### src/rtl/stepper_pkg.sv
// shared constants and types for the stepper sequencer block
package stepper_pkg;

	// ------------------------------------------------------------
	// register byte offsets
	// ------------------------------------------------------------
	localparam logic [7:0] OFS_CTRL = 8'h00;
	localparam logic [7:0] OFS_STEP = 8'h04;
	localparam logic [7:0] OFS_STATUS = 8'h08;
	localparam logic [7:0] OFS_TABLE = 8'h0C;

	// ------------------------------------------------------------
	// control and table register fields
	// ------------------------------------------------------------
	localparam int CTRL_SLEEP = 0;
	localparam int CTRL_DIR = 1;
	localparam int CTRL_RES_LO = 2;
	localparam int CTRL_SEL_LO = 5;
	localparam int CTRL_SERIAL = 7;
	localparam int TBL_IDX_LO = 16;

	// ------------------------------------------------------------
	// fault bit positions, same in status register
	// ------------------------------------------------------------
	localparam int NFAULT = 10;
	localparam int F_OV = 0;
	localparam int F_VLOW = 1;
	localparam int F_UV = 2;
	localparam int F_CPUV = 3;
	localparam int F_TW = 4;
	localparam int F_OT = 5;
	localparam int F_SHORT = 6;
	localparam int F_OPEN = 7;
	localparam int F_STALL = 8;
	localparam int F_SER = 9;

	// ------------------------------------------------------------
	// sequencer constants and reset values
	// ------------------------------------------------------------
	localparam logic [5:0] ANGLE_HOME = 6'h08;
	localparam logic [5:0] ANGLE_HOME_FULL1 = 6'h00;
	localparam logic [5:0] GRID_FULL = 6'h10;
	localparam logic [5:0] GRID_HALF = 6'h08;
	localparam logic [5:0] GRID_QTR = 6'h04;
	localparam logic [5:0] GRID_EIGHTH = 6'h02;
	localparam logic [5:0] GRID_SIXTEENTH = 6'h01;
	localparam logic [5:0] OFFSET_FULL2 = 6'h08;

	typedef enum logic [2:0]
	{
		RES_FULL1 = 3'b000,
		RES_FULL2 = 3'b001,
		RES_HALF_U = 3'b010,
		RES_HALF_C = 3'b011,
		RES_QUARTER = 3'b100,
		RES_EIGHTH = 3'b101,
		RES_SIXTEENTH = 3'b110
	} res_t;

	typedef enum logic [1:0]
	{
		SEL_GENERAL = 2'b00,
		SEL_STALL = 2'b01,
		SEL_SUPPLY = 2'b10,
		SEL_OPEN = 2'b11
	} sel_t;

	localparam logic [2:0] RES_RESET = 3'b011;
	localparam logic [1:0] SEL_RESET = 2'b00;

endpackage

### src/rtl/stepper_sequencer_sleep_fault_ctrl.sv
// stepper sequencer, sleep control and fault capture behind apb
// ------------------------------------------------------------
// Overview of operation
// - table entry: two 6-bit levels, two directions
// - angle starts at 8, full single 0
// - resolution resets to compensated half step
// - three-bit field picks step pin sequence
// - new resolution snaps to next valid angle
// - increment only if pin and bit zero
// - serial signed delta added to angle
// - angle indexes table for both phases
// - sleep when wake pin low or bit set
// - bit sleep starts after strobe rising edge
// - sleep disables outputs, indicator shows entry result
// - pin sleep exits on pin rising edge
// - strobe fall wakes, transfer must clear bit
// - fault bits sticky until clearing events
// - short, open, stall latched; others static
// - listed faults disable outputs, others flag
// - indicator defaults to general fault flag
// - four indicator sources, each low active
// - 64-entry table addressed by angle
// - step pin rising edge moves angle
// - direction pin sampled at step edge
// ------------------------------------------------------------
//
// The implementer's own choices: the register addresses and the APB register port.
`timescale 1ns/1ps
`default_nettype none

module stepper_sequencer_sleep_fault_ctrl
(
	input wire logic pclk,
	input wire logic presetn,
	input wire logic psel,
	input wire logic penable,
	input wire logic pwrite,
	input wire logic [7:0] paddr,
	input wire logic [31:0] pwdata,
	output logic [31:0] prdata,
	output logic pready,
	output logic pslverr,
	input wire logic step,
	input wire logic dir,
	input wire logic hw_wake_n,
	input wire logic strobe_n,
	input wire logic regulator_off,
	input wire logic [9:0] fault_in,
	output logic [5:0] phase_a_level,
	output logic phase_a_dir,
	output logic [5:0] phase_b_level,
	output logic phase_b_dir,
	output logic outputs_enable,
	output logic regulators_on,
	output logic diag_out,
	output logic diag_oe
);

	// ------------------------------------------------------------
	// state
	// ------------------------------------------------------------
	localparam int NPIN = 5;
	localparam int P_STEP = 0;
	localparam int P_DIR = 1;
	localparam int P_WAKE = 2;
	localparam int P_STRB = 3;
	localparam int P_ROFF = 4;

	typedef struct packed
	{
		logic [NPIN-1:0] pin_m;
		logic [NPIN-1:0] pin_s;
		logic [NPIN-1:0] pin_d;
		logic [9:0] flt_m;
		logic [9:0] flt_s;
		logic sleep_request_bit;
		logic dir_bit;
		logic [2:0] step_resolution_sel;
		logic [1:0] indicator_select;
		logic serial_ctrl;
		logic [5:0] tbl_idx;
		logic [63:0][13:0] tbl;
		logic [5:0] angle;
		logic [1:0] quad;
		logic stall_ind;
		logic asleep;
		logic [9:0] sts;
		logic [31:0] prdata;
		logic pready;
		logic pslverr;
		logic [9:0] rd_clr;
		logic [5:0] a_lvl;
		logic a_dir;
		logic [5:0] b_lvl;
		logic b_dir;
		logic outen;
		logic reg_on;
		logic diag_oe;
	} state_t;

	state_t r_reg;
	state_t r_next;

	// ------------------------------------------------------------
	// next angle for a given resolution and direction
	// ------------------------------------------------------------
	function automatic logic [5:0] next_angle
	(
		input logic [5:0] a,
		input logic [2:0] res,
		input logic fwd
	);
		logic [5:0] g;
		logic [5:0] o;
		logic [5:0] rel;
		logic [5:0] base;
		g = stepper_pkg::GRID_SIXTEENTH;
		o = 6'h00;
		case (res)
			stepper_pkg::RES_FULL1: g = stepper_pkg::GRID_FULL;
			stepper_pkg::RES_FULL2:
			begin
				g = stepper_pkg::GRID_FULL;
				o = stepper_pkg::OFFSET_FULL2;
			end
			stepper_pkg::RES_HALF_U: g = stepper_pkg::GRID_HALF;
			stepper_pkg::RES_HALF_C: g = stepper_pkg::GRID_HALF;
			stepper_pkg::RES_QUARTER: g = stepper_pkg::GRID_QTR;
			stepper_pkg::RES_EIGHTH: g = stepper_pkg::GRID_EIGHTH;
			default: g = stepper_pkg::GRID_SIXTEENTH;
		endcase
		// off-grid angles snap to the nearest valid one ahead
		rel = a - o;
		base = (rel & ~(g - 6'h01)) + o;
		if (fwd)
			next_angle = base + g;
		else if ((rel & (g - 6'h01)) == 6'h00)
			next_angle = a - g;
		else
			next_angle = base;
	endfunction

	// ------------------------------------------------------------
	// combinational next state
	// ------------------------------------------------------------
	logic [NPIN-1:0] rise;
	logic [NPIN-1:0] fall;
	logic sleeping;
	logic hit;
	logic [31:0] rdata;
	logic [9:0] flt;
	logic [13:0] entry;
	logic general;
	logic supply;
	logic disable_out;
	logic fwd;

	always_comb
	begin
		r_next = r_reg;
		rise = r_reg.pin_s & ~r_reg.pin_d;
		fall = ~r_reg.pin_s & r_reg.pin_d;
		flt = r_reg.flt_s;
		hit = 1'b1;
		rdata = 32'h0000_0000;
		entry = r_reg.tbl[r_reg.angle];
		fwd = 1'b0;

		// pins pass three flops; edges come from the second and third
		r_next.pin_m = {regulator_off, strobe_n, hw_wake_n, dir, step};
		r_next.pin_s = r_reg.pin_m;
		r_next.pin_d = r_reg.pin_s;
		r_next.flt_m = fault_in;
		r_next.flt_s = r_reg.flt_m;

		// bit sleep is held off while strobe is low, so a transfer
		// wakes the part at strobe fall and sleeps again at strobe
		// rise if the bit is still set
		sleeping = ~r_reg.pin_s[P_WAKE]
			| (r_reg.sleep_request_bit & r_reg.pin_s[P_STRB]);
		r_next.asleep = sleeping;

		// ------------------------------------------------------------
		// apb slave: answer registered at setup, taken in access
		// ------------------------------------------------------------
		case (paddr)
			stepper_pkg::OFS_CTRL:
			begin
				rdata[stepper_pkg::CTRL_SLEEP] = r_reg.sleep_request_bit;
				rdata[stepper_pkg::CTRL_DIR] = r_reg.dir_bit;
				rdata[stepper_pkg::CTRL_RES_LO +: 3] =
					r_reg.step_resolution_sel;
				rdata[stepper_pkg::CTRL_SEL_LO +: 2] = r_reg.indicator_select;
				rdata[stepper_pkg::CTRL_SERIAL] = r_reg.serial_ctrl;
			end
			stepper_pkg::OFS_STEP: rdata[5:0] = r_reg.angle;
			stepper_pkg::OFS_STATUS: rdata[9:0] = r_reg.sts;
			stepper_pkg::OFS_TABLE:
			begin
				rdata[13:0] = r_reg.tbl[r_reg.tbl_idx];
				rdata[stepper_pkg::TBL_IDX_LO +: 6] = r_reg.tbl_idx;
			end
			default: hit = 1'b0;
		endcase

		r_next.rd_clr = 10'h000;
		if (psel && !penable && !r_reg.pready)
		begin
			r_next.pready = 1'b1;
			r_next.pslverr = ~hit;
			r_next.prdata = pwrite ? 32'h0000_0000 : rdata;
		end
		if (psel && penable && r_reg.pready)
		begin
			r_next.pready = 1'b0;
			r_next.pslverr = 1'b0;
			if (!pwrite && hit && paddr == stepper_pkg::OFS_STATUS)
				r_next.rd_clr = r_reg.prdata[9:0];
			if (pwrite && hit)
			begin
				case (paddr)
					stepper_pkg::OFS_CTRL:
					begin
						r_next.sleep_request_bit =
							pwdata[stepper_pkg::CTRL_SLEEP];
						r_next.dir_bit = pwdata[stepper_pkg::CTRL_DIR];
						r_next.step_resolution_sel =
							pwdata[stepper_pkg::CTRL_RES_LO +: 3];
						r_next.indicator_select =
							pwdata[stepper_pkg::CTRL_SEL_LO +: 2];
						r_next.serial_ctrl = pwdata[stepper_pkg::CTRL_SERIAL];
					end
					stepper_pkg::OFS_TABLE:
					begin
						r_next.tbl_idx = pwdata[stepper_pkg::TBL_IDX_LO +: 6];
						r_next.tbl[pwdata[stepper_pkg::TBL_IDX_LO +: 6]] =
							pwdata[13:0];
					end
					default:
					begin
					end
				endcase
			end
		end

		// ------------------------------------------------------------
		// step sequencer
		// ------------------------------------------------------------
		if (sleeping)
		begin
			if (r_reg.step_resolution_sel == stepper_pkg::RES_FULL1)
				r_next.angle = stepper_pkg::ANGLE_HOME_FULL1;
			else
				r_next.angle = stepper_pkg::ANGLE_HOME;
		end
		else if (r_reg.serial_ctrl)
		begin
			// delta wraps in six bits, so negatives subtract
			if (psel && penable && r_reg.pready && pwrite
				&& paddr == stepper_pkg::OFS_STEP)
				r_next.angle = r_reg.angle + pwdata[5:0];
		end
		else if (rise[P_STEP])
		begin
			fwd = ~r_reg.pin_s[P_DIR] & ~r_reg.dir_bit;
			r_next.angle = next_angle(r_reg.angle,
				r_reg.step_resolution_sel, fwd);
		end

		// ------------------------------------------------------------
		// fault capture
		// ------------------------------------------------------------
		// a fault present in the read-clear cycle sets the bit again
		if (sleeping || rise[P_WAKE])
			r_next.sts = 10'h000;
		else
			r_next.sts = (r_reg.sts & ~r_reg.rd_clr) | flt;

		// stall indicator only follows the fault on a quadrant change
		r_next.quad = r_reg.angle[5:4];
		if (r_reg.angle[5:4] != r_reg.quad)
			r_next.stall_ind = flt[stepper_pkg::F_STALL];
		if (sleeping)
			r_next.stall_ind = 1'b0;

		general = (|(flt & ~10'h1C0))
			| r_reg.sts[stepper_pkg::F_SHORT]
			| r_reg.sts[stepper_pkg::F_OPEN]
			| r_reg.sts[stepper_pkg::F_STALL];
		supply = flt[stepper_pkg::F_OV] | flt[stepper_pkg::F_VLOW]
			| flt[stepper_pkg::F_CPUV];
		disable_out = flt[stepper_pkg::F_OV] | flt[stepper_pkg::F_UV]
			| flt[stepper_pkg::F_CPUV] | flt[stepper_pkg::F_OT]
			| r_reg.sts[stepper_pkg::F_SHORT];

		// ------------------------------------------------------------
		// outputs
		// ------------------------------------------------------------
		r_next.a_lvl = entry[12:7];
		r_next.a_dir = entry[13];
		r_next.b_lvl = entry[5:0];
		r_next.b_dir = entry[6];
		r_next.outen = ~sleeping & ~disable_out;
		r_next.reg_on = ~sleeping;

		if (sleeping)
			r_next.diag_oe = ~r_reg.pin_s[P_ROFF];
		else
		begin
			case (r_reg.indicator_select)
				stepper_pkg::SEL_GENERAL: r_next.diag_oe = general;
				stepper_pkg::SEL_STALL: r_next.diag_oe = r_reg.stall_ind;
				stepper_pkg::SEL_SUPPLY: r_next.diag_oe = supply;
				stepper_pkg::SEL_OPEN:
					r_next.diag_oe = r_reg.sts[stepper_pkg::F_OPEN];
				default: r_next.diag_oe = general;
			endcase
		end
	end

	// ------------------------------------------------------------
	// state register
	// ------------------------------------------------------------
	always_ff @(posedge pclk or negedge presetn)
	begin
		if (!presetn)
		begin
			r_reg <= '0;
			r_reg.angle <= stepper_pkg::ANGLE_HOME;
			r_reg.step_resolution_sel <= stepper_pkg::RES_RESET;
			r_reg.indicator_select <= stepper_pkg::SEL_RESET;
			r_reg.pin_m <= 5'h1F;
			r_reg.pin_s <= 5'h1F;
			r_reg.pin_d <= 5'h1F;
			r_reg.pin_m[0] <= 1'b0;
			r_reg.pin_s[0] <= 1'b0;
			r_reg.pin_d[0] <= 1'b0;
		end
		else
			r_reg <= r_next;
	end

	assign prdata = r_reg.prdata;
	assign pready = r_reg.pready;
	assign pslverr = r_reg.pslverr;
	assign phase_a_level = r_reg.a_lvl;
	assign phase_a_dir = r_reg.a_dir;
	assign phase_b_level = r_reg.b_lvl;
	assign phase_b_dir = r_reg.b_dir;
	assign outputs_enable = r_reg.outen;
	assign regulators_on = r_reg.reg_on;
	assign diag_out = 1'b0;
	assign diag_oe = r_reg.diag_oe;

endmodule

`default_nettype wire
### config.mk
export PLATFORM = sky130hd
export DESIGN_NAME = stepper_sequencer_sleep_fault_ctrl
export DESIGN_NICKNAME = d
export VERILOG_FILES = /design/src/rtl/stepper_pkg.sv /design/src/rtl/stepper_sequencer_sleep_fault_ctrl.sv
export SDC_FILE = /design/constraint.sdc
export NUM_CORES = 2
export LEC_CHECK = 0
export CAP_MARGIN = 20
export CORE_MARGIN = 1
export CORE_UTILIZATION = 30
export CTS_CLUSTER_SIZE = 12
export DETAILED_ROUTE_END_ITERATION = 12
export DONT_BUFFER_PORTS = 1
export GPL_TIMING_DRIVEN = 0
export PLACE_DENSITY_LB_ADDON = 0.15
export SYNTH_ARGS = -nofsm -noshare
export SYNTH_HDL_FRONTEND = slang
export SYNTH_SLANG_ARGS = --single-unit
### constraint.sdc
create_clock -name pclk -period 9.3 [get_ports pclk]
set_clock_uncertainty 0.1 [all_clocks]
set_input_delay 0.465 -clock pclk [delete_from_list [all_inputs] [get_ports pclk]]
set_output_delay 0.465 -clock pclk [all_outputs]
set_load 0.005 [all_outputs]
Word-level counts from Yosys, hierarchy flattened:

Cells that the tools add are included.

* output and inout bits: 52
* word-level logic and storage cells: 206
* input bits: 60
* register bits: 1013

* reduce and logical (&&, ||, !) cells: 28
* equal/unequal tests: 13
* order comparisons: 4
* add/sub/neg operators: 6
* muxes and demuxes: 37
* bitwise operators: 28

Operators by type and width (number)
* $bwmux W896: 1
* $bmux W14 S6: 2
* $demux W14 S6: 1
* $mux W6: 13
* $mux W14: 3
* $pmux W6 S4: 1
* $mux W22: 1
* $lt A6 B7 Y1 const B: 3
* $mux W10: 2
* $pmux W5 S4: 1
* $add A6 B6 Y6: 3
* $eq A8 B4 Y1 const B: 2
* $and A6 B6 Y6: 2
* $mux W12: 1
* $mux W4: 3
* $sub A6 B6 Y6: 2
* $and A10 B10 Y10: 1
* $logic_and A1 B1 Y1: 10
* $not A10 Y10: 1
* $or A1 B1 Y1: 10
* $or A10 B10 Y10: 1
* $eq A8 B3 Y1 const B: 1
* $logic_not A8 Y1: 1
* $not A1 Y1: 7
* other kinds (30): 43

Depth between registers and ports, before layout:

* word-level depth: 15
* depth in mapped cells: 15
* mapped depth without buffers: 12

Least setup slack after synthesis:

OpenSTA, ideal clock, no wires.

* path type: register to register
* start point: register r_reg[78] (netlist bit)
* end point: register r_reg, in the netlist r_next[74]
* setup time: 138 ps
* slack: 5670 ps
* period minus slack after synthesis: 3630 ps
* buffers on the path: 3
* data required time: 9062 ps
* data arrival time: 3392 ps
* stages on the path, launching flop included: 16
* path through: dfstp_2 > inv_1 > clkbuf_1 > clkbuf_1 > clkbuf_1 > ha_1 > ha_1 > inv_1 > ha_1 > ha_1 > or3_1 > o21ai_0 > a21oi_1 > xnor3_1 > o32a_1 > o221ai_1

* longest elaborated chain between the ends: 8
* elaborated cells between the ends (all ways): 14
* classes of those cells: add/sub (5); mux (6); bitwise (2); reduce/logical (1)

RTL lines
* start, declared: RTL line stepper_sequencer_sleep_fault_ctrl.sv:101 `state_t r_reg;`
* start signal, assigned: RTL line stepper_sequencer_sleep_fault_ctrl.sv:340 `r_reg <= r_next;`
* $sub A6 B6 Y6: RTL line stepper_sequencer_sleep_fault_ctrl.sv:133 `rel = a - o;`
* $and A6 B6 Y6 (on tied branches): RTL line stepper_sequencer_sleep_fault_ctrl.sv:134, stepper_sequencer_sleep_fault_ctrl.sv:137
* $add A6 B6 Y6 or $logic_not A6 Y1 (tied branches): RTL line stepper_sequencer_sleep_fault_ctrl.sv:134, stepper_sequencer_sleep_fault_ctrl.sv:137
* $add A6 B6 Y6 or $mux W6 (tied branches): RTL line stepper_sequencer_sleep_fault_ctrl.sv:136, stepper_sequencer_sleep_fault_ctrl.sv:137
* $mux W6: RTL line stepper_sequencer_sleep_fault_ctrl.sv:135 `if (fwd)`
* $mux W6: RTL line stepper_sequencer_sleep_fault_ctrl.sv:263 `else if (rise[P_STEP])`
* $mux W6 (*): RTL line stepper_sequencer_sleep_fault_ctrl.sv:256 `else if (r_reg.serial_ctrl)`
* $mux W6 (*): RTL line stepper_sequencer_sleep_fault_ctrl.sv:249 `if (sleeping)`

Every way passes the cells marked *; elsewhere a longest branch is shown, timed or not. The select of a mux whose other input is x is not followed.
A chain may end at the register's enable or synchronous reset.

Worst setup path after layout:

* start point: register r_reg[76] (netlist bit)
* end point: register r_reg, in the netlist phase_b_level[5]

* longest elaborated chain between the ends: 2

RTL lines
* $bmux W14 S6: RTL line stepper_sequencer_sleep_fault_ctrl.sv:166 `entry = r_reg.tbl[r_reg.angle];`
* $mux W14 (implied by the code): RTL line stepper_sequencer_sleep_fault_ctrl.sv:166
* named net entry[5]: RTL line stepper_sequencer_sleep_fault_ctrl.sv:152 `logic [13:0] entry;`

The timed path passes the listed nets, and every way through them passes these cells. The select of a mux whose other input is x is not followed.

==> out/metrics.yaml <==
yosys:
  ys_warn_count: 0
  synth_top_area_share_pct: 46.55
  avgSynthCellArea_sq_um: 15.29
  synth-edff-count: 0
  yosysSeqAreaShare_pct: 47.14
  postSynth.asyncResetShare_pct: 100.0
  yosysTopAreaCell: "dfrtp_1"
  synth_ff_type: "dfrtp_1"
  syn_inst: 3508
  synth_area_sq_mm: 0.05365
  ys_ff_latch: 1010
  synth.most_common_cell: "dfrtp_1"
  synth.area.top_cells: "dfrtp_1 47%, mux4_2 21%, mux2_2 17%"
  synth_common_cells: "998 x dfrtp_1, 793 x mux2_2, 508 x mux4_2, 191 x clkbuf_1, 120 x mux2_1"
  yosys.cell_types.count: 75
power_and_ir_drop:
  power_density_mw_per_mm2: 168.8
  power.leakage_uw: 0.02771
  vdd_ir_drop_max_v: 0.0001520
die:
  core_region_area_sq_mm: 0.1769
  dieArea_sq_mm: 0.1805
  start_util_pct: 30.33
  die_h_microns: 424.9
  core.rowCount: 154
  die_w_microns: 424.9
  ios: 112
timing:
  slew_headroom_pct: 13.94
  timing.setup.tns_ns: 0
  timing.final.crit_share_pct: 56.83
  setup_viol: 0
  fin_ws_ns: 4.014
  drv_slew: 0
  grt_setup_unrepaired: "no"
  hold_slack_ns: 0.05514
  fin_crit_ns: 5.286
  worst_slew_pin_slew_ns: 1.291
  max_freq_mhz: 189.2
  hold_viol_final: 0
drt:
  via_per_inst: 5.747
  totalWireLength_microns: 230100
  drt-initial-drc-count: 3730
  routed-via-count: 35380
  wl_per_cell_microns: 37.38
  drt-pass1-iter-count: 5
  ant_nets: 0
  drc: 0
placed_design:
  dpl.hpwl_microns: 167300
  io_buffer_count: 0
  globalplace.congestion: 0.8811
  pre_cts_ws_ns: 4.056
clock_tree:
  numCtsBuffers: 119
  cts_resized: 0
  cts-root-buf: "clkbuf_16"
  htreeDepth: 3
  clock_latency_ns: 0.80
  cts_tree: "yes"
  clock_path_buffers: 3
  path_clk_slew_ns: 0.06
  clkSinkCount: 1010
  post-cts-setup-buffer-count: 0
  postCtsHoldBufs: 26
global_routing:
  antenna_found_initial: 18
  grt_pass1_vias: 35490
  overflow: 0
  grt_pass1_wl_microns: 315200
  grt_usage_pct: 25.55
  grt_max_degree: 198
critical_path:
  r2r_start: "r_reg[76]$_DFFE_PN0P_"
  crit_fanout: 10
  worstPathRequired_ns: 9.66
  worstSetupPathType: "flop to flop"
  cp_data_arrival_time_ns: 5.65
  cp-end-kind: "flop"
  start_kind: "flop"
  critPathLaunch: "r_reg[76]$_DFFE_PN0P_"
final_layout:
  post_route_cells_drive_above_1_share_pct: 47.30
  synthToLayoutAreaGrowth_pct: 15.28
  largest_reg_flops: 939
  final_nets: 3793
job:
  maxCapViolCount: 0
run_status:
  status: "finished clean"
hold_path:
  hold_class: "input port to flop"
  worstHoldStart: "pwdata[0]"
[final cells by class]
class | count | area, sq um
fillers | 17180 | 115000
multi-input cells | 2087 | 26340
flip-flops and latches | 1010 | 25290
clock buffers | 166 | 3417
well taps | 2340 | 2928
plain buffers | 400 | 2027
repair buffers | 72 | 1042
clock inverters | 51 | 694.4
inverters | 24 | 90.09
diodes | 6 | 15.01
[routing by layer]
metal  routed length, microns  share of wire (%)  up-vias  global-route usage (%)
li1                         -                  -    13900                       -
met1                    99020                 43    19630                   35.08
met2                   105300                 46     1499                   39.84
met3                    16940                7.4      349                   5.298
met4                     8862                3.9        2                   9.155
met5                       13             0.0056        -                       0
[cell usage in the layout, fill, tap and decap left out, types with 38 or more instances in the layout]
master,n
buf_2,94
mux2i_1,65
a21oi_1,44
clkbuf_1,191
a22oi_1,38
clkbuf_16,121
mux2_2,793
dfrtp_1,998
mux4_2,508
mux2_1,120
buf_4,89
nand2_1,88
nor2_1,44
[metrics by stage]
stage | instances | utilization (%) | power (uW) | instance area (sq um)
floorplan | 3521 | - | 4945 | 53700
global placement | 5861 | 32.01 | 5351 | 56620
detailed placement | 5904 | 32.46 | 5496 | 57420
CTS | 6147 | 34.93 | 10520 | 61790
global route | 6151 | 34.96 | 10720 | 61830
finish | 6156 | 34.96 | 10440 | 61840
[critical path, stage by stage, from the launching register on]
cell	delay, ns
dfrtp_1	0.49
clkbuf_1	0.56
clkbuf_1	0.81
clkbuf_1	0.84
mux4_2	0.45
mux4_2	0.48
a211oi_1	0.92
a31oi_1	0.34
[worst paths after layout]
| kind | end | slack (ns) | cells after the start |
|---|---|---|---|
| setup reg to reg | phase_b_level[5]$_DFF_PN0_ | 4.01 | 7 |
| hold / removal | r_reg[75]$_DFFE_PN0P_ | 0.06 | 4 |
| max in group asynchronous | r_reg[737]$_DFFE_PN0P_ | 5.54 | 5 |
| setup / recovery | phase_b_level[5]$_DFF_PN0_ | 4.01 | 7 |
| hold reg to reg | r_next[1015]$_DFF_PN1_ | 0.26 | 0 |
| min in group asynchronous | r_reg[76]$_DFFE_PN0P_ | 0.56 | 2 |
[power breakdown]
| group | internal (uW) | total (uW) | switching (uW) |
|---|---|---|---|
| Sequential | 4420 | 4430 | 18.0 |
| Clock | 2920 | 5010 | 2090 |
| Combinational | 274 | 996 | 722 |
[cells by family after synthesis]
group | count (synthesis) | share of synthesized area (%)
muxes | 1486 | 41.70
DFF | 1010 | 47.14
buffers and inverters | 424 | 3.865
and+or+nand+nor | 333 | 3.741
AOI/OAI and AO/OA | 220 | 2.801
adders and majority gates | 19 | 0.4711
xor gates and xnor gates | 15 | 0.2705
other | 1 | 0.006990
(Power assumes the default switching activity.)
